===== config.mk =====
export PLATFORM = sky130hd
export DESIGN_NAME = sf_flash_host
export DESIGN_NICKNAME = d
export VERILOG_FILES = /design/src/common/sf_pkg.sv /design/src/core/sf_pair_buf.sv /design/src/core/sf_flash_host.sv
export VERILOG_INCLUDE_DIRS = /design/src /design/src/common
export SDC_FILE = /design/constraint.sdc
export NUM_CORES = 1
export LEC_CHECK = 0
export BUFFER_PORTS_ARGS = -buffer_cell sky130_fd_sc_hd__buf_4
export CAP_MARGIN = 25
export CELL_PAD_IN_SITES_DETAIL_PLACEMENT = 1
export CELL_PAD_IN_SITES_GLOBAL_PLACEMENT = 1
export CORE_MARGIN = 2
export CORE_UTILIZATION = 47
export DETAILED_ROUTE_END_ITERATION = 16
export GPL_TIMING_DRIVEN = 0
export PLACE_DENSITY_LB_ADDON = 0.1
export SYNTH_ARGS = -nofsm -noshare
export SYNTH_HDL_FRONTEND = slang
export SYNTH_SLANG_ARGS = --single-unit

===== constraint.sdc =====
create_clock -name ref_clk -period 3.2 [get_ports ref_clk]
set_clock_uncertainty 0.1 [all_clocks]
set_input_delay 0.16 -clock ref_clk [delete_from_list [all_inputs] [get_ports ref_clk]]
set_output_delay 0.16 -clock ref_clk [all_outputs]
set_load 0.005 [all_outputs]

===== src/common/sf_defs.svh =====
// Opcodes, field widths and timing counts for the serial flash host
`ifndef SF_DEFS_SVH
`define SF_DEFS_SVH

// Opcodes sent as the first byte of a frame
`define SF_OP_STATUS_STORE 8'h01
`define SF_OP_PAGE_WRITE   8'h02
`define SF_OP_PLAIN_READ   8'h03
`define SF_OP_WRITE_DISARM 8'h04
`define SF_OP_STATUS_FETCH 8'h05
`define SF_OP_WRITE_ARM    8'h06
`define SF_OP_QUICK_FETCH  8'h0B
`define SF_OP_WAKE         8'hAB
`define SF_OP_FULL_WIPE    8'hC7
`define SF_OP_SLEEP        8'hB9
`define SF_OP_BLOCK_CLEAR  8'hD8

// Frame layout
`define SF_ADDR_BYTES      2'd3
`define SF_QUICK_DUMMY     2'd1
`define SF_WAKE_DUMMY      2'd3

// Timing: system clock, serial clock and deselect gap, in ns
`define SF_CLK_NS          5
`define SF_SCLK_NS         40
`define SF_CS_GAP_NS       100
`define SF_HALF_CYC        (`SF_SCLK_NS / (2 * `SF_CLK_NS))
`define SF_GAP_CYC         ((`SF_CS_GAP_NS + `SF_CLK_NS - 1) / `SF_CLK_NS)

`endif


===== src/common/sf_pkg.sv =====
// Types shared by the serial flash host
package sf_pkg;
  // Frame sequencer states
  typedef enum logic [2:0] {ST_IDLE, ST_LOAD, ST_SHIFT, ST_HOLD, ST_GAP} sf_state_e;
endpackage


===== src/core/sf_pair_buf.sv =====
// Small valid/ready buffer of flip-flop entries
module sf_pair_buf #(
  parameter int WIDTH = 8,
  parameter int DEPTH = 2
) (
  input  wire logic             ref_clk,
  input  wire logic             resetn,
  input  wire logic             ce,
  input  wire logic [WIDTH-1:0] inData,
  input  wire logic             inValid,
  output logic                  inReady,
  output logic      [WIDTH-1:0] outData,
  output logic                  outValid,
  input  wire logic             outReady
);
  localparam int AW = (DEPTH > 1) ? $clog2(DEPTH) : 1;
  localparam int CW = $clog2(DEPTH + 1);

  logic [WIDTH-1:0] mem_reg [DEPTH];  // Entry storage
  logic [AW-1:0]    wrPtr_reg;        // Next write slot
  logic [AW-1:0]    rdPtr_reg;        // Oldest entry
  logic [CW-1:0]    count_reg;        // Entries held
  logic             push;
  logic             pop;

  // Honest full and empty from the count
  assign inReady  = (count_reg != CW'(DEPTH));
  assign outValid = (count_reg != '0);
  assign outData  = mem_reg[rdPtr_reg];
  assign push     = ce && inValid && inReady;
  assign pop      = ce && outValid && outReady;

  // Pointer advance with wrap
  function automatic logic [AW-1:0] sfNextPtr(input logic [AW-1:0] p);
    sfNextPtr = (p == AW'(DEPTH - 1)) ? '0 : AW'(p + 1'b1);
  endfunction

  // Entry write
  always_ff @(posedge ref_clk)
  begin
    if (push)
    begin
      mem_reg[wrPtr_reg] <= inData;
    end
  end

  // Pointers and count
  always_ff @(posedge ref_clk or negedge resetn)
  begin
    if (!resetn)
    begin
      wrPtr_reg <= '0;
      rdPtr_reg <= '0;
      count_reg <= '0;
    end
    else
    begin
      if (push)
      begin
        wrPtr_reg <= sfNextPtr(wrPtr_reg);
      end
      if (pop)
      begin
        rdPtr_reg <= sfNextPtr(rdPtr_reg);
      end
      if (push && !pop)
      begin
        count_reg <= CW'(count_reg + 1'b1);
      end
      else if (pop && !push)
      begin
        count_reg <= CW'(count_reg - 1'b1);
      end
    end
  end
endmodule


===== src/core/sf_flash_host.sv =====
// Host controller driving a serial NOR flash over its SPI pins
//
// Behaviour
// - Deselect only after whole bytes
// - Modifying commands preceded by write arm
// - Pause only while chip select low
// - Release pause before selecting again
// - Opcode first, everything MSB first
// - Read streams end after any bit; the host deselects only after whole read bytes
// - Arm, disarm, status opcodes and lengths
// - Plain and quick read byte layouts
// - Page write, block clear, full wipe layouts
// - Sleep and wake layouts
// - Data in on rise, out after fall
`include "sf_defs.svh"

module sf_flash_host (
  input  wire logic        ref_clk,
  input  wire logic        resetn,
  input  wire logic        ce,
  input  wire logic        cmdValid,
  output logic             cmdReady,
  input  wire logic [7:0]  cmdOpcode,
  input  wire logic [19:0] cmdAddr,
  input  wire logic [8:0]  cmdTxLen,
  input  wire logic [15:0] cmdRxLen,
  input  wire logic        cmdAutoArm,
  input  wire logic [7:0]  txData,
  input  wire logic        txValid,
  output logic             txReady,
  output logic [7:0]       rxData,
  output logic             rxValid,
  input  wire logic        rxReady,
  input  wire logic        wpLevel,
  output logic             busy,
  output logic             sclk,
  output logic             csN,
  output logic             mosi,
  input  wire logic        miso,
  output logic             holdN,
  output logic             wpN
);
  sf_pkg::sf_state_e state_reg;  // Frame sequencer state
  logic [3:0]  divCnt_reg;       // Half period divider
  logic [4:0]  gapCnt_reg;       // Deselect gap counter
  logic        sclk_reg;         // Serial clock level
  logic        csN_reg;          // Chip select, low active
  logic        holdN_reg;        // Pause pin, low active
  logic        mosi_reg;         // Serial data out
  logic        wpN_reg;          // Protect pin
  logic [7:0]  outSh_reg;        // Outgoing bits
  logic [7:0]  inSh_reg;         // Incoming bits
  logic [3:0]  bitCnt_reg;       // Rising edges in byte
  logic        first_reg;        // Opcode still to send
  logic        curRx_reg;        // Byte in flight is read data
  logic        armPend_reg;      // Main frame follows arm frame
  logic [7:0]  op_reg;           // Saved user opcode
  logic [7:0]  curOp_reg;        // Opcode of this frame
  logic [23:0] addr_reg;         // Address bytes, top first
  logic [1:0]  addrLeft_reg;     // Address bytes left
  logic [1:0]  dumLeft_reg;      // Dummy bytes left
  logic [8:0]  txLen_reg;        // Saved write length
  logic [15:0] rxLen_reg;        // Saved read length
  logic [8:0]  txLeft_reg;       // Write bytes left
  logic [15:0] rxLeft_reg;       // Read bytes left
  logic [1:0]  misoSync_reg;     // Input synchroniser
  logic        halfTick;
  logic        riseEv;
  logic        fallEv;
  logic        byteEnd;
  logic        hdrDone;
  logic        needTx;
  logic        needRx;
  logic        frameDone;
  logic        rxSpace;
  logic        loadGo;
  logic [7:0]  nextByte;

  // Commands that change memory or status
  function automatic logic sfModifies(input logic [7:0] op);
    sfModifies = (op == `SF_OP_PAGE_WRITE) || (op == `SF_OP_BLOCK_CLEAR) ||
                 (op == `SF_OP_FULL_WIPE) || (op == `SF_OP_STATUS_STORE);
  endfunction

  // Commands that carry an address
  function automatic logic sfHasAddr(input logic [7:0] op);
    sfHasAddr = (op == `SF_OP_PLAIN_READ) || (op == `SF_OP_QUICK_FETCH) ||
                (op == `SF_OP_PAGE_WRITE) || (op == `SF_OP_BLOCK_CLEAR);
  endfunction

  // Dummy bytes; wake gets them only when signature is wanted
  function automatic logic [1:0] sfDummy(input logic [7:0] op, input logic rxWanted);
    if (op == `SF_OP_QUICK_FETCH)
    begin
      sfDummy = `SF_QUICK_DUMMY;
    end
    else if (op == `SF_OP_WAKE && rxWanted)
    begin
      sfDummy = `SF_WAKE_DUMMY;
    end
    else
    begin
      sfDummy = 2'd0;
    end
  endfunction

  // Event strobes of the bit engine
  always_comb
  begin
    halfTick  = (divCnt_reg == 4'(`SF_HALF_CYC - 1));
    riseEv    = ce && (state_reg == sf_pkg::ST_SHIFT) && halfTick && !sclk_reg;
    fallEv    = ce && (state_reg == sf_pkg::ST_SHIFT) && halfTick && sclk_reg;
    byteEnd   = fallEv && (bitCnt_reg == 4'd8);
    hdrDone   = !first_reg && (addrLeft_reg == 2'd0) && (dumLeft_reg == 2'd0);
    needTx    = hdrDone && (txLeft_reg != 9'd0);
    needRx    = hdrDone && (txLeft_reg == 9'd0) && (rxLeft_reg != 16'd0);
    frameDone = hdrDone && (txLeft_reg == 9'd0) && (rxLeft_reg == 16'd0);
    loadGo    = !(needTx && !txValid) && !(needRx && !rxSpace);
    if (first_reg)
    begin
      nextByte = curOp_reg;
    end
    else if (addrLeft_reg != 2'd0)
    begin
      nextByte = addr_reg[23:16];
    end
    else if (needTx)
    begin
      nextByte = txData;
    end
    else
    begin
      nextByte = 8'h00;
    end
  end

  assign cmdReady = (state_reg == sf_pkg::ST_IDLE);
  assign txReady  = (state_reg == sf_pkg::ST_LOAD) && needTx;
  assign busy     = (state_reg != sf_pkg::ST_IDLE);
  assign sclk     = sclk_reg;
  assign csN      = csN_reg;
  assign mosi     = mosi_reg;
  assign holdN    = holdN_reg;
  assign wpN      = wpN_reg;

  // Read data path; a stalled reader pauses the link, no word lost
  sf_pair_buf #(
    .WIDTH (8),
    .DEPTH (2)
  ) uRxBuf (
    .ref_clk  (ref_clk),
    .resetn   (resetn),
    .ce       (ce),
    .inData   (inSh_reg),
    .inValid  (byteEnd && curRx_reg),
    .inReady  (rxSpace),
    .outData  (rxData),
    .outValid (rxValid),
    .outReady (rxReady)
  );

  // Input pin synchroniser
  always_ff @(posedge ref_clk or negedge resetn)
  begin
    if (!resetn)
    begin
      misoSync_reg <= 2'b00;
      wpN_reg      <= 1'b1;
    end
    else if (ce)
    begin
      misoSync_reg <= {misoSync_reg[0], miso};
      wpN_reg      <= wpLevel;
    end
  end

  // Serial clock divider and edges
  always_ff @(posedge ref_clk or negedge resetn)
  begin
    if (!resetn)
    begin
      divCnt_reg <= 4'd0;
      sclk_reg   <= 1'b0;
    end
    else if (ce)
    begin
      if (state_reg != sf_pkg::ST_SHIFT)
      begin
        divCnt_reg <= 4'd0;
        sclk_reg   <= 1'b0;
      end
      else if (halfTick)
      begin
        divCnt_reg <= 4'd0;
        sclk_reg   <= !sclk_reg;
      end
      else
      begin
        divCnt_reg <= 4'(divCnt_reg + 1'b1);
      end
    end
  end

  // Bit shifters: sample on rise, change after fall
  always_ff @(posedge ref_clk or negedge resetn)
  begin
    if (!resetn)
    begin
      outSh_reg  <= 8'h00;
      inSh_reg   <= 8'h00;
      bitCnt_reg <= 4'd0;
      mosi_reg   <= 1'b0;
    end
    else if (ce)
    begin
      if (state_reg == sf_pkg::ST_LOAD && !frameDone && loadGo)
      begin
        mosi_reg   <= nextByte[7];
        outSh_reg  <= {nextByte[6:0], 1'b0};
        bitCnt_reg <= 4'd0;
      end
      else if (riseEv)
      begin
        inSh_reg   <= {inSh_reg[6:0], misoSync_reg[1]};
        bitCnt_reg <= 4'(bitCnt_reg + 1'b1);
      end
      else if (fallEv && !byteEnd)
      begin
        mosi_reg  <= outSh_reg[7];
        outSh_reg <= {outSh_reg[6:0], 1'b0};
      end
    end
  end

  // Frame sequencer: select, byte counts, pause, deselect
  always_ff @(posedge ref_clk or negedge resetn)
  begin
    if (!resetn)
    begin
      state_reg    <= sf_pkg::ST_IDLE;
      csN_reg      <= 1'b1;
      holdN_reg    <= 1'b1;
      gapCnt_reg   <= 5'd0;
      first_reg    <= 1'b0;
      curRx_reg    <= 1'b0;
      armPend_reg  <= 1'b0;
      op_reg       <= 8'h00;
      curOp_reg    <= 8'h00;
      addr_reg     <= 24'h00_0000;
      addrLeft_reg <= 2'd0;
      dumLeft_reg  <= 2'd0;
      txLen_reg    <= 9'd0;
      rxLen_reg    <= 16'd0;
      txLeft_reg   <= 9'd0;
      rxLeft_reg   <= 16'd0;
    end
    else if (ce)
    begin
      unique case (state_reg)
        sf_pkg::ST_IDLE:
        begin
          if (cmdValid)
          begin
            op_reg    <= cmdOpcode;
            addr_reg  <= {4'h0, cmdAddr};
            txLen_reg <= cmdTxLen;
            rxLen_reg <= cmdRxLen;
            csN_reg   <= 1'b0;
            first_reg <= 1'b1;
            state_reg <= sf_pkg::ST_LOAD;
            if (cmdAutoArm && sfModifies(cmdOpcode))
            begin
              armPend_reg  <= 1'b1;
              curOp_reg    <= `SF_OP_WRITE_ARM;
              addrLeft_reg <= 2'd0;
              dumLeft_reg  <= 2'd0;
              txLeft_reg   <= 9'd0;
              rxLeft_reg   <= 16'd0;
            end
            else
            begin
              curOp_reg    <= cmdOpcode;
              addrLeft_reg <= sfHasAddr(cmdOpcode) ? `SF_ADDR_BYTES : 2'd0;
              dumLeft_reg  <= sfDummy(cmdOpcode, cmdRxLen != 16'd0);
              txLeft_reg   <= cmdTxLen;
              rxLeft_reg   <= cmdRxLen;
            end
          end
        end
        sf_pkg::ST_LOAD:
        begin
          if (frameDone)
          begin
            csN_reg    <= 1'b1;
            gapCnt_reg <= 5'd0;
            state_reg  <= sf_pkg::ST_GAP;
          end
          else if (loadGo)
          begin
            curRx_reg <= needRx;
            state_reg <= sf_pkg::ST_SHIFT;
            if (first_reg)
            begin
              first_reg <= 1'b0;
            end
            else if (addrLeft_reg != 2'd0)
            begin
              addrLeft_reg <= 2'(addrLeft_reg - 1'b1);
              addr_reg     <= {addr_reg[15:0], 8'h00};
            end
            else if (dumLeft_reg != 2'd0)
            begin
              dumLeft_reg <= 2'(dumLeft_reg - 1'b1);
            end
            else if (needTx)
            begin
              txLeft_reg <= 9'(txLeft_reg - 1'b1);
            end
            else
            begin
              rxLeft_reg <= 16'(rxLeft_reg - 1'b1);
            end
          end
          else if (needRx)
          begin
            holdN_reg <= 1'b0;
            state_reg <= sf_pkg::ST_HOLD;
          end
        end
        sf_pkg::ST_SHIFT:
        begin
          if (byteEnd)
          begin
            state_reg <= sf_pkg::ST_LOAD;
          end
        end
        sf_pkg::ST_HOLD:
        begin
          if (rxSpace)
          begin
            holdN_reg <= 1'b1;
            state_reg <= sf_pkg::ST_LOAD;
          end
        end
        sf_pkg::ST_GAP:
        begin
          gapCnt_reg <= 5'(gapCnt_reg + 1'b1);
          if (gapCnt_reg == 5'(`SF_GAP_CYC - 1))
          begin
            if (armPend_reg)
            begin
              armPend_reg  <= 1'b0;
              curOp_reg    <= op_reg;
              addrLeft_reg <= sfHasAddr(op_reg) ? `SF_ADDR_BYTES : 2'd0;
              dumLeft_reg  <= sfDummy(op_reg, rxLen_reg != 16'd0);
              txLeft_reg   <= txLen_reg;
              rxLeft_reg   <= rxLen_reg;
              first_reg    <= 1'b1;
              csN_reg      <= 1'b0;
              state_reg    <= sf_pkg::ST_LOAD;
            end
            else
            begin
              state_reg <= sf_pkg::ST_IDLE;
            end
          end
        end
      endcase
    end
  end
endmodule


Word level (Yosys, flattened, before mapping) --
Memory sizes are Yosys's and may differ from the RTL's. Cells that the tools add are included.
Storage, ports and cells: register bits after elaboration 140, bits in latches 0, memory bits (writable) 16, ROM bits 0, bits of input ports 70, word-level logic and storage cells 279, memories kept 1
Memories:
- uRxBuf.mem_reg | words 2, width 8, rd ports 1, clocked after memory_dff 0, write ports 1, RTL line sf_pair_buf.sv:19 | logic [WIDTH-1:0] mem_reg [DEPTH];
Cells by class: add/subtract/negate cells 11, multipliers 0, div/mod/pow operators 0, $lt $le $gt $ge 0, equality and inequality tests 41, shift-type cells 0, mux-type cells 110, bitwise logic cells 2, reductions and logical operators 87
Operator list (count):
- 16-bit two-way mux | 10
- 24-bit two-way mux | 5
- 9-bit two-way mux | 10
- 8-bit two-way mux | 10
- 2-bit two-way mux | 25
- 16-bit one-hot mux with 3 select lines | 1
- 24-bit one-hot mux with 2 select lines | 1
- 16-bit nonzero test | 3
- 8-bit == test, second input constant | 5
- 8-bit by 2-bit == test with 1-bit output, second input constant | 4
- 2-bit != test, second input constant | 16
- 1-bit logical AND | 28
- 9-bit one-hot mux with 3 select lines | 1
- 1-bit two-way mux | 26
- 11-bit AND reduction | 2
- 2-bit nonzero test | 11
- 3-bit two-way mux | 7
- 6-bit AND reduction | 3
- 8-bit by 4-bit == test with 1-bit output, second input constant | 2
- 16-bit logical NOT | 1
- 4-bit two-way mux | 4
- 8-bit one-hot mux with 2 select lines | 1
- 16-bit by 1-bit subtractor with 16-bit output, second input constant | 1
- 3-bit one-hot mux with 5 select lines | 1
- 36 further kinds | 73

Logic depth before layout (Yosys ltp) --
depth after elaboration 12, mapped depth 10, depth with buffers taken out 10

By module --
From an unflattened synthesis, not the netlist that was laid out.
Second synthesis, totals: cell total of the unflattened synthesis 777, area, all modules 7990.2 µm²
Modules (own cells, without submodules):
- sf_flash_host | instances 1, cells an instance 735, area each 7204.4 µm², sequential area each 3382.0 µm²
- sf_pair_buf | instances 1, cells an instance 42, area each 785.8 µm², sequential area each 580.6 µm²

Worst setup path after synthesis --
Ideal clock, no wire load.
path type flip-flop to flip-flop, start point reg txLeft_reg[0], end point reg gapCnt_reg[2], library setup time 0.078 ns, arrival 2.299 ns, path slack 0.724 ns, cell stages (with the launch flop) 8, buffers on the path 0, clock period less this slack 2.476 ns, cells stage by stage dfrtp_1 inv_1 ha_1 or4b_2 nor3_4 a31oi_1 or3_1 a21oi_1
Between the ends: longest elaborated chain between the ends 5
Ends and longest elaborated chain:
- start: declaration | RTL line sf_flash_host.sv:64 | logic [8:0] txLeft_reg;
- start signal: assignment | RTL line sf_flash_host.sv:285 | txLeft_reg <= cmdTxLen;
- start signal: assignment | RTL line sf_flash_host.sv:317 | txLeft_reg <= 9'(txLeft_reg - 1'b1);
- start signal: assignment | RTL line sf_flash_host.sv:356 | txLeft_reg <= txLen_reg;
- 9-bit logical NOT | RTL line sf_flash_host.sv:117 | frameDone = hdrDone && (txLeft_reg == 9'd0) && (rxLeft_reg == 16'd0);
- 1-bit logical AND (2 in series) | RTL line sf_flash_host.sv:117
- 2-bit != test (no source line)
- 3-bit AND reduction (no source line)
- end signal: assignment | RTL line sf_flash_host.sv:347 | gapCnt_reg <= 5'(gapCnt_reg + 1'b1);
- end: declaration | RTL line sf_flash_host.sv:45 | logic [4:0] gapCnt_reg;
No other way between the ends. A chain may end at the register's enable or synchronous reset.

Worst setup path in the final report --
start point reg state_reg[2], end point reg curOp_reg[4]
Between the ends: longest elaborated chain between the ends 3, elaborated cells on any way between the ends 8, classes of those cells 4 x eq/ne; 1 x mux; 3 x reduce/logical
Ends and longest elaborated chain:
- start: declaration | RTL line sf_flash_host.sv:43 | sf_pkg::sf_state_e state_reg;
- start signal: assignment | RTL line sf_flash_host.sv:240 | state_reg <= sf_pkg::ST_IDLE;
- start signal: assignment | RTL line sf_flash_host.sv:270 | state_reg <= sf_pkg::ST_LOAD;
- start signal: assignment | RTL line sf_flash_host.sv:296 | state_reg <= sf_pkg::ST_GAP;
- 3-bit == test or 3-bit logical NOT (tied branches) | RTL line sf_flash_host.sv:259 | unique case (state_reg)
- 2-bit != test (no source line) or 2-bit nonzero test (tied branches)
- 5-bit AND reduction (no source line)
- end signal: assignment | RTL line sf_flash_host.sv:274 | curOp_reg <= `SF_OP_WRITE_ARM;
- end signal: assignment | RTL line sf_flash_host.sv:282 | curOp_reg <= cmdOpcode;
- end signal: assignment | RTL line sf_flash_host.sv:353 | curOp_reg <= op_reg;
- end: declaration | RTL line sf_flash_host.sv:58 | logic [7:0] curOp_reg;
Parallel ways exist; a longest one is shown, timed or not.

==> key figures <==
Run status
  • Status: complete, no violations

Synthesis
  • Mapped Cells: 745
  • Synth Area in Simple Gates: around 15%
  • Asr flop ratio synth: around nine tenths
  • Syn Std Cell Area: approximately 7900 um2
  • Ys flop type: dfrtp_1
  • Yosys cell types: between 70 and 80
  • Adder-cell area share of the yosys netlist: about 1.6%
  • Syn Nets: slightly above 800
  • Post-synthesis mux area share: 8.314%
  • Post-synth EDFFs: 16
  • Complex-gate fraction of the synthesized area: between 15 and 20%
  • Synth Area in XOR/XNOR: under 10%
  • Avg Cell Area, Syn: 10.63 um2
  • Largest family of logic cells by synthesized area: compound AO/OA/AOI/OAI gates
  • Sequential fraction of the synthesis area: around half
  • Synth Register Bits: around 160
  • Synth warn: 0

Worst setup path
  • CP Max Fanout: 10
  • Setup crit end kind: flip-flop
  • Crit path largest cell delay: ~0.95 ns
  • Type of origin of the critical path: flip-flop
  • Start point of the critical path: state_reg[2]$_DFFE_PN0P_
  • Setup crit end: curOp_reg[4]$_DFFE_PN0P_
  • Critical path buffer and inverter count: 2
  • Worst path slowest cell: nor3b_1
  • Largest delay share family, worst path: buffers and inverters
  • Critical path class: reg2reg
  • Worst reg-to-reg path cell count: 5
  • R2R Setup Slk: between 0.15 and 0.2 ns
  • Worst path depth: 5
  • CP most frequent cell: clkbuf_1
  • Arrival @ worst endpoint: about 3.3 ns
  • FF-to-FF Start: state_reg[2]$_DFFE_PN0P_
  • CP Data Required Time: 3.43 ns
  • Worst path cell trace: clkbuf_1 -> nor3b_1 -> clkbuf_1 -> a22oi_1 -> o21ai_0
  • Worst r2r dst: curOp_reg[4]$_DFFE_PN0P_

STA
  • Hold Worst Slack: just over 0.009 ns
  • Hold Fails Final Rpt: 0
  • Crit path time final: 3.010 ns
  • Fin crit share: between 90% and 100%
  • Worst Tran Pin Value: roughly 1.1 ns
  • Final worst slack: 0.1896 ns
  • Max-slew violation count: 0
  • Relative slew margins: between 20% and 30%
  • Fmax: 0.3322 GHz
  • RSZ-0062 raised after global routing: no
  • Fin Setup TNS: 0 ns
  • Final setup viols: 0

Die
  • Number of cell rows: 47
  • Die area: 17,900 um2
  • Die H: roughly 130 um
  • Die Wd: between 100 and 150 um
  • Core footprint: around 17,000 um2
  • Initial core utilization: between 40 and 50%
  • Ports: 87

Global routing
  • Largest net degree at the start of global routing: 81
  • Aggregate global routing overflow: 0
  • Vias in the first global route: about 7,500
  • Initial antenna violation count: 0
  • Gr usage total: approximately 29%
  • First-pass GRT wire length: 40,340 um

Routing
  • Post-route ant nets: 0
  • Router iterations before antenna repair: 6
  • # DRC: 0
  • Drt total wl: about 25,000 um
  • Total number of vias: between 7,000 and 8,000
  • Routed WL per cell: ~22 um
  • Via density: ~6.1
  • Iter 0 DRT Violations: about 400

Placement
  • DP HPWL: around 17,000 um
  • Dpl cells: between 1,000 and 1,500
  • Port buffer count: 85
  • Global placement routability congestion: between 0.9 and 1
  • Pre-CTS setup slack: -0.1237 ns

Clocking
  • CTS H-tree depth: 4
  • CTS root buffer: clkbuf_16
  • Clock latency on the worst-skew pair: between 0.4 and 0.5 ns
  • CTS buffer count: 17
  • TritonCTS clock tree: done
  • Clock transition at path regs: about 0.07 ns
  • Clock sinks: 155
  • Clk buf depth: 2

Hold path
  • Worst hold path cell count: 3
  • Hold Crit Class: in2reg

Layout
  • Share of cells above drive strength 1: between 20% and 30%
  • Net total in the final layout: 990
  • Syn-to-layout area delta: 27.41%
  • Diode count: 0
  • Max reg flops: 24
  • Non-Filler Instances: approximately 1,100

Power and ir drop
  • Leak pwr: around 4.2 nW
  • Power Total: around 8.2 mW
  • Cell Pwr Density: 813.4 nW/um2
  • Peak supply drop: a little under 0.0005 V

Job
  • Max_cap viols: 0
[synth_stat cells, types with 10 or more instances]
cell type | count | share of area, %
nand2_1 | 52 | 2.5
mux2_2 | 54 | 7.7
nand4_1 | 12 | 0.95
o31ai_1 | 10 | 0.95
nor3_1 | 14 | 0.89
o21ai_0 | 49 | 3.1
nor4_1 | 18 | 1.4
nand3_1 | 26 | 1.6
nor2_1 | 45 | 2.1
a22oi_1 | 20 | 1.9
clkbuf_1 | 37 | 1.8
a22o_1 | 14 | 1.5
a21oi_1 | 32 | 2.0
ha_1 | 10 | 1.6
a31oi_1 | 29 | 2.3
xor2_1 | 15 | 1.7
dfrtp_1 | 136 | 43
inv_1 | 20 | 0.95
edfxtp_1 | 16 | 6.1
o22ai_1 | 14 | 1.1
[area by class of cell]
cell class,count,area [um2]
Tap cell,220,275.3
Inverter,20,75.07
Clock inverter,15,178.9
Sequential cell,155,3963
Multi-Input combinational cell,523,3666
Fill cell,1752,6439
Buffer,47,235.2
Clock buffer,17,425.4
Timing Repair Buffer,146,1267
[cell usage in the layout, fill, tap and decap left out, drive strengths merged, types with 5 or more instances in the layout]
| master | instances |
|---|---|
| dfrtp | 136 |
| a222oi | 8 |
| ha | 10 |
| xnor2 | 7 |
| a21oi | 33 |
| a22oi | 20 |
| nand2 | 52 |
| nand3 | 26 |
| dlygate4sd3 | 59 |
| nor4b | 6 |
| mux2i | 5 |
| o21ai | 50 |
| clkbuf | 56 |
| o31ai | 10 |
| nor4 | 19 |
| nand4 | 12 |
| edfxtp | 16 |
| o22ai | 14 |
| a31oi | 29 |
| xor2 | 15 |
| nor2 | 47 |
| nor3 | 15 |
| a22o | 14 |
| mux2 | 54 |
| inv | 28 |
| a221o | 7 |
| buf | 95 |
| and3 | 5 |
| or4 | 7 |
[per-stage QoR]
stage | area [um2] | util (%)
6_report | 10090 | 61.04
3_5_place_dp | 8869 | 53.67
4_1_cts | 10080 | 60.98
2_1_floorplan | 7916 | -
5_1_grt | 10090 | 61.04
3_3_place_gp | 8830 | 53.43
[logic make-up after synthesis]
logic type / Yosys count
adder cells (fa/ha/maj): 10
XOR/XNOR: 22
AO/OA/AOI/OAI: 210
flip-flops: 155
AND/OR/NAND/NOR: 222
buffers and inverters: 67
multiplexers: 59
[worst register-to-register path: cells and delay by family, from the launching register on]
kind,cells,cell delay (ns)
buffers and inverters,2,1.00
and+or+nand+nor,1,0.96
DFF,1,0.43
AOI/OAI and AO/OA,2,0.43
[report_power, final]
group          internal (mW)  switching (mW)
clock network           1.18           0.927
logic                   1.21            1.64
registers               2.65           0.587
[worst min-delay path by stage]
stage          slack, ns       start                           to
2_1_floorplan      -0.24      resetn  addrLeft_reg[0]$_DFFE_PN0P_
3_3_place_gp        0.28  cmdAddr[0]      addr_reg[0]$_DFFE_PN0P_
3_5_place_dp        0.07      resetn    rxLeft_reg[2]$_DFFE_PN0P_
4_1_cts            0.007          ce             sclk$_DFFE_PN0P_
5_1_grt             0.04          ce             sclk$_DFFE_PN0P_
6_report           0.009          ce             sclk$_DFFE_PN0P_
[metal layers]
layer  up-vias  share of wire, %  global-route usage (%)
li1       3181                 -                       -
met1      3623                44                   38.43
met2       186                49                   48.26
met3        37               4.2                   5.556
met4         0               1.9                   8.215
met5         -                 0                       0
[what timing repair did]
action / CTS / global route
pin swaps: 0 / 0
endpoints found under the setup margin: 10 / 16
hold endpoints to repair: 140 / 0
resized for setup: 2 / 2
hold buffers: 59 / 0
buffers inserted: 0 / 0
No activity file was read; power rests on OpenSTA's default activity.
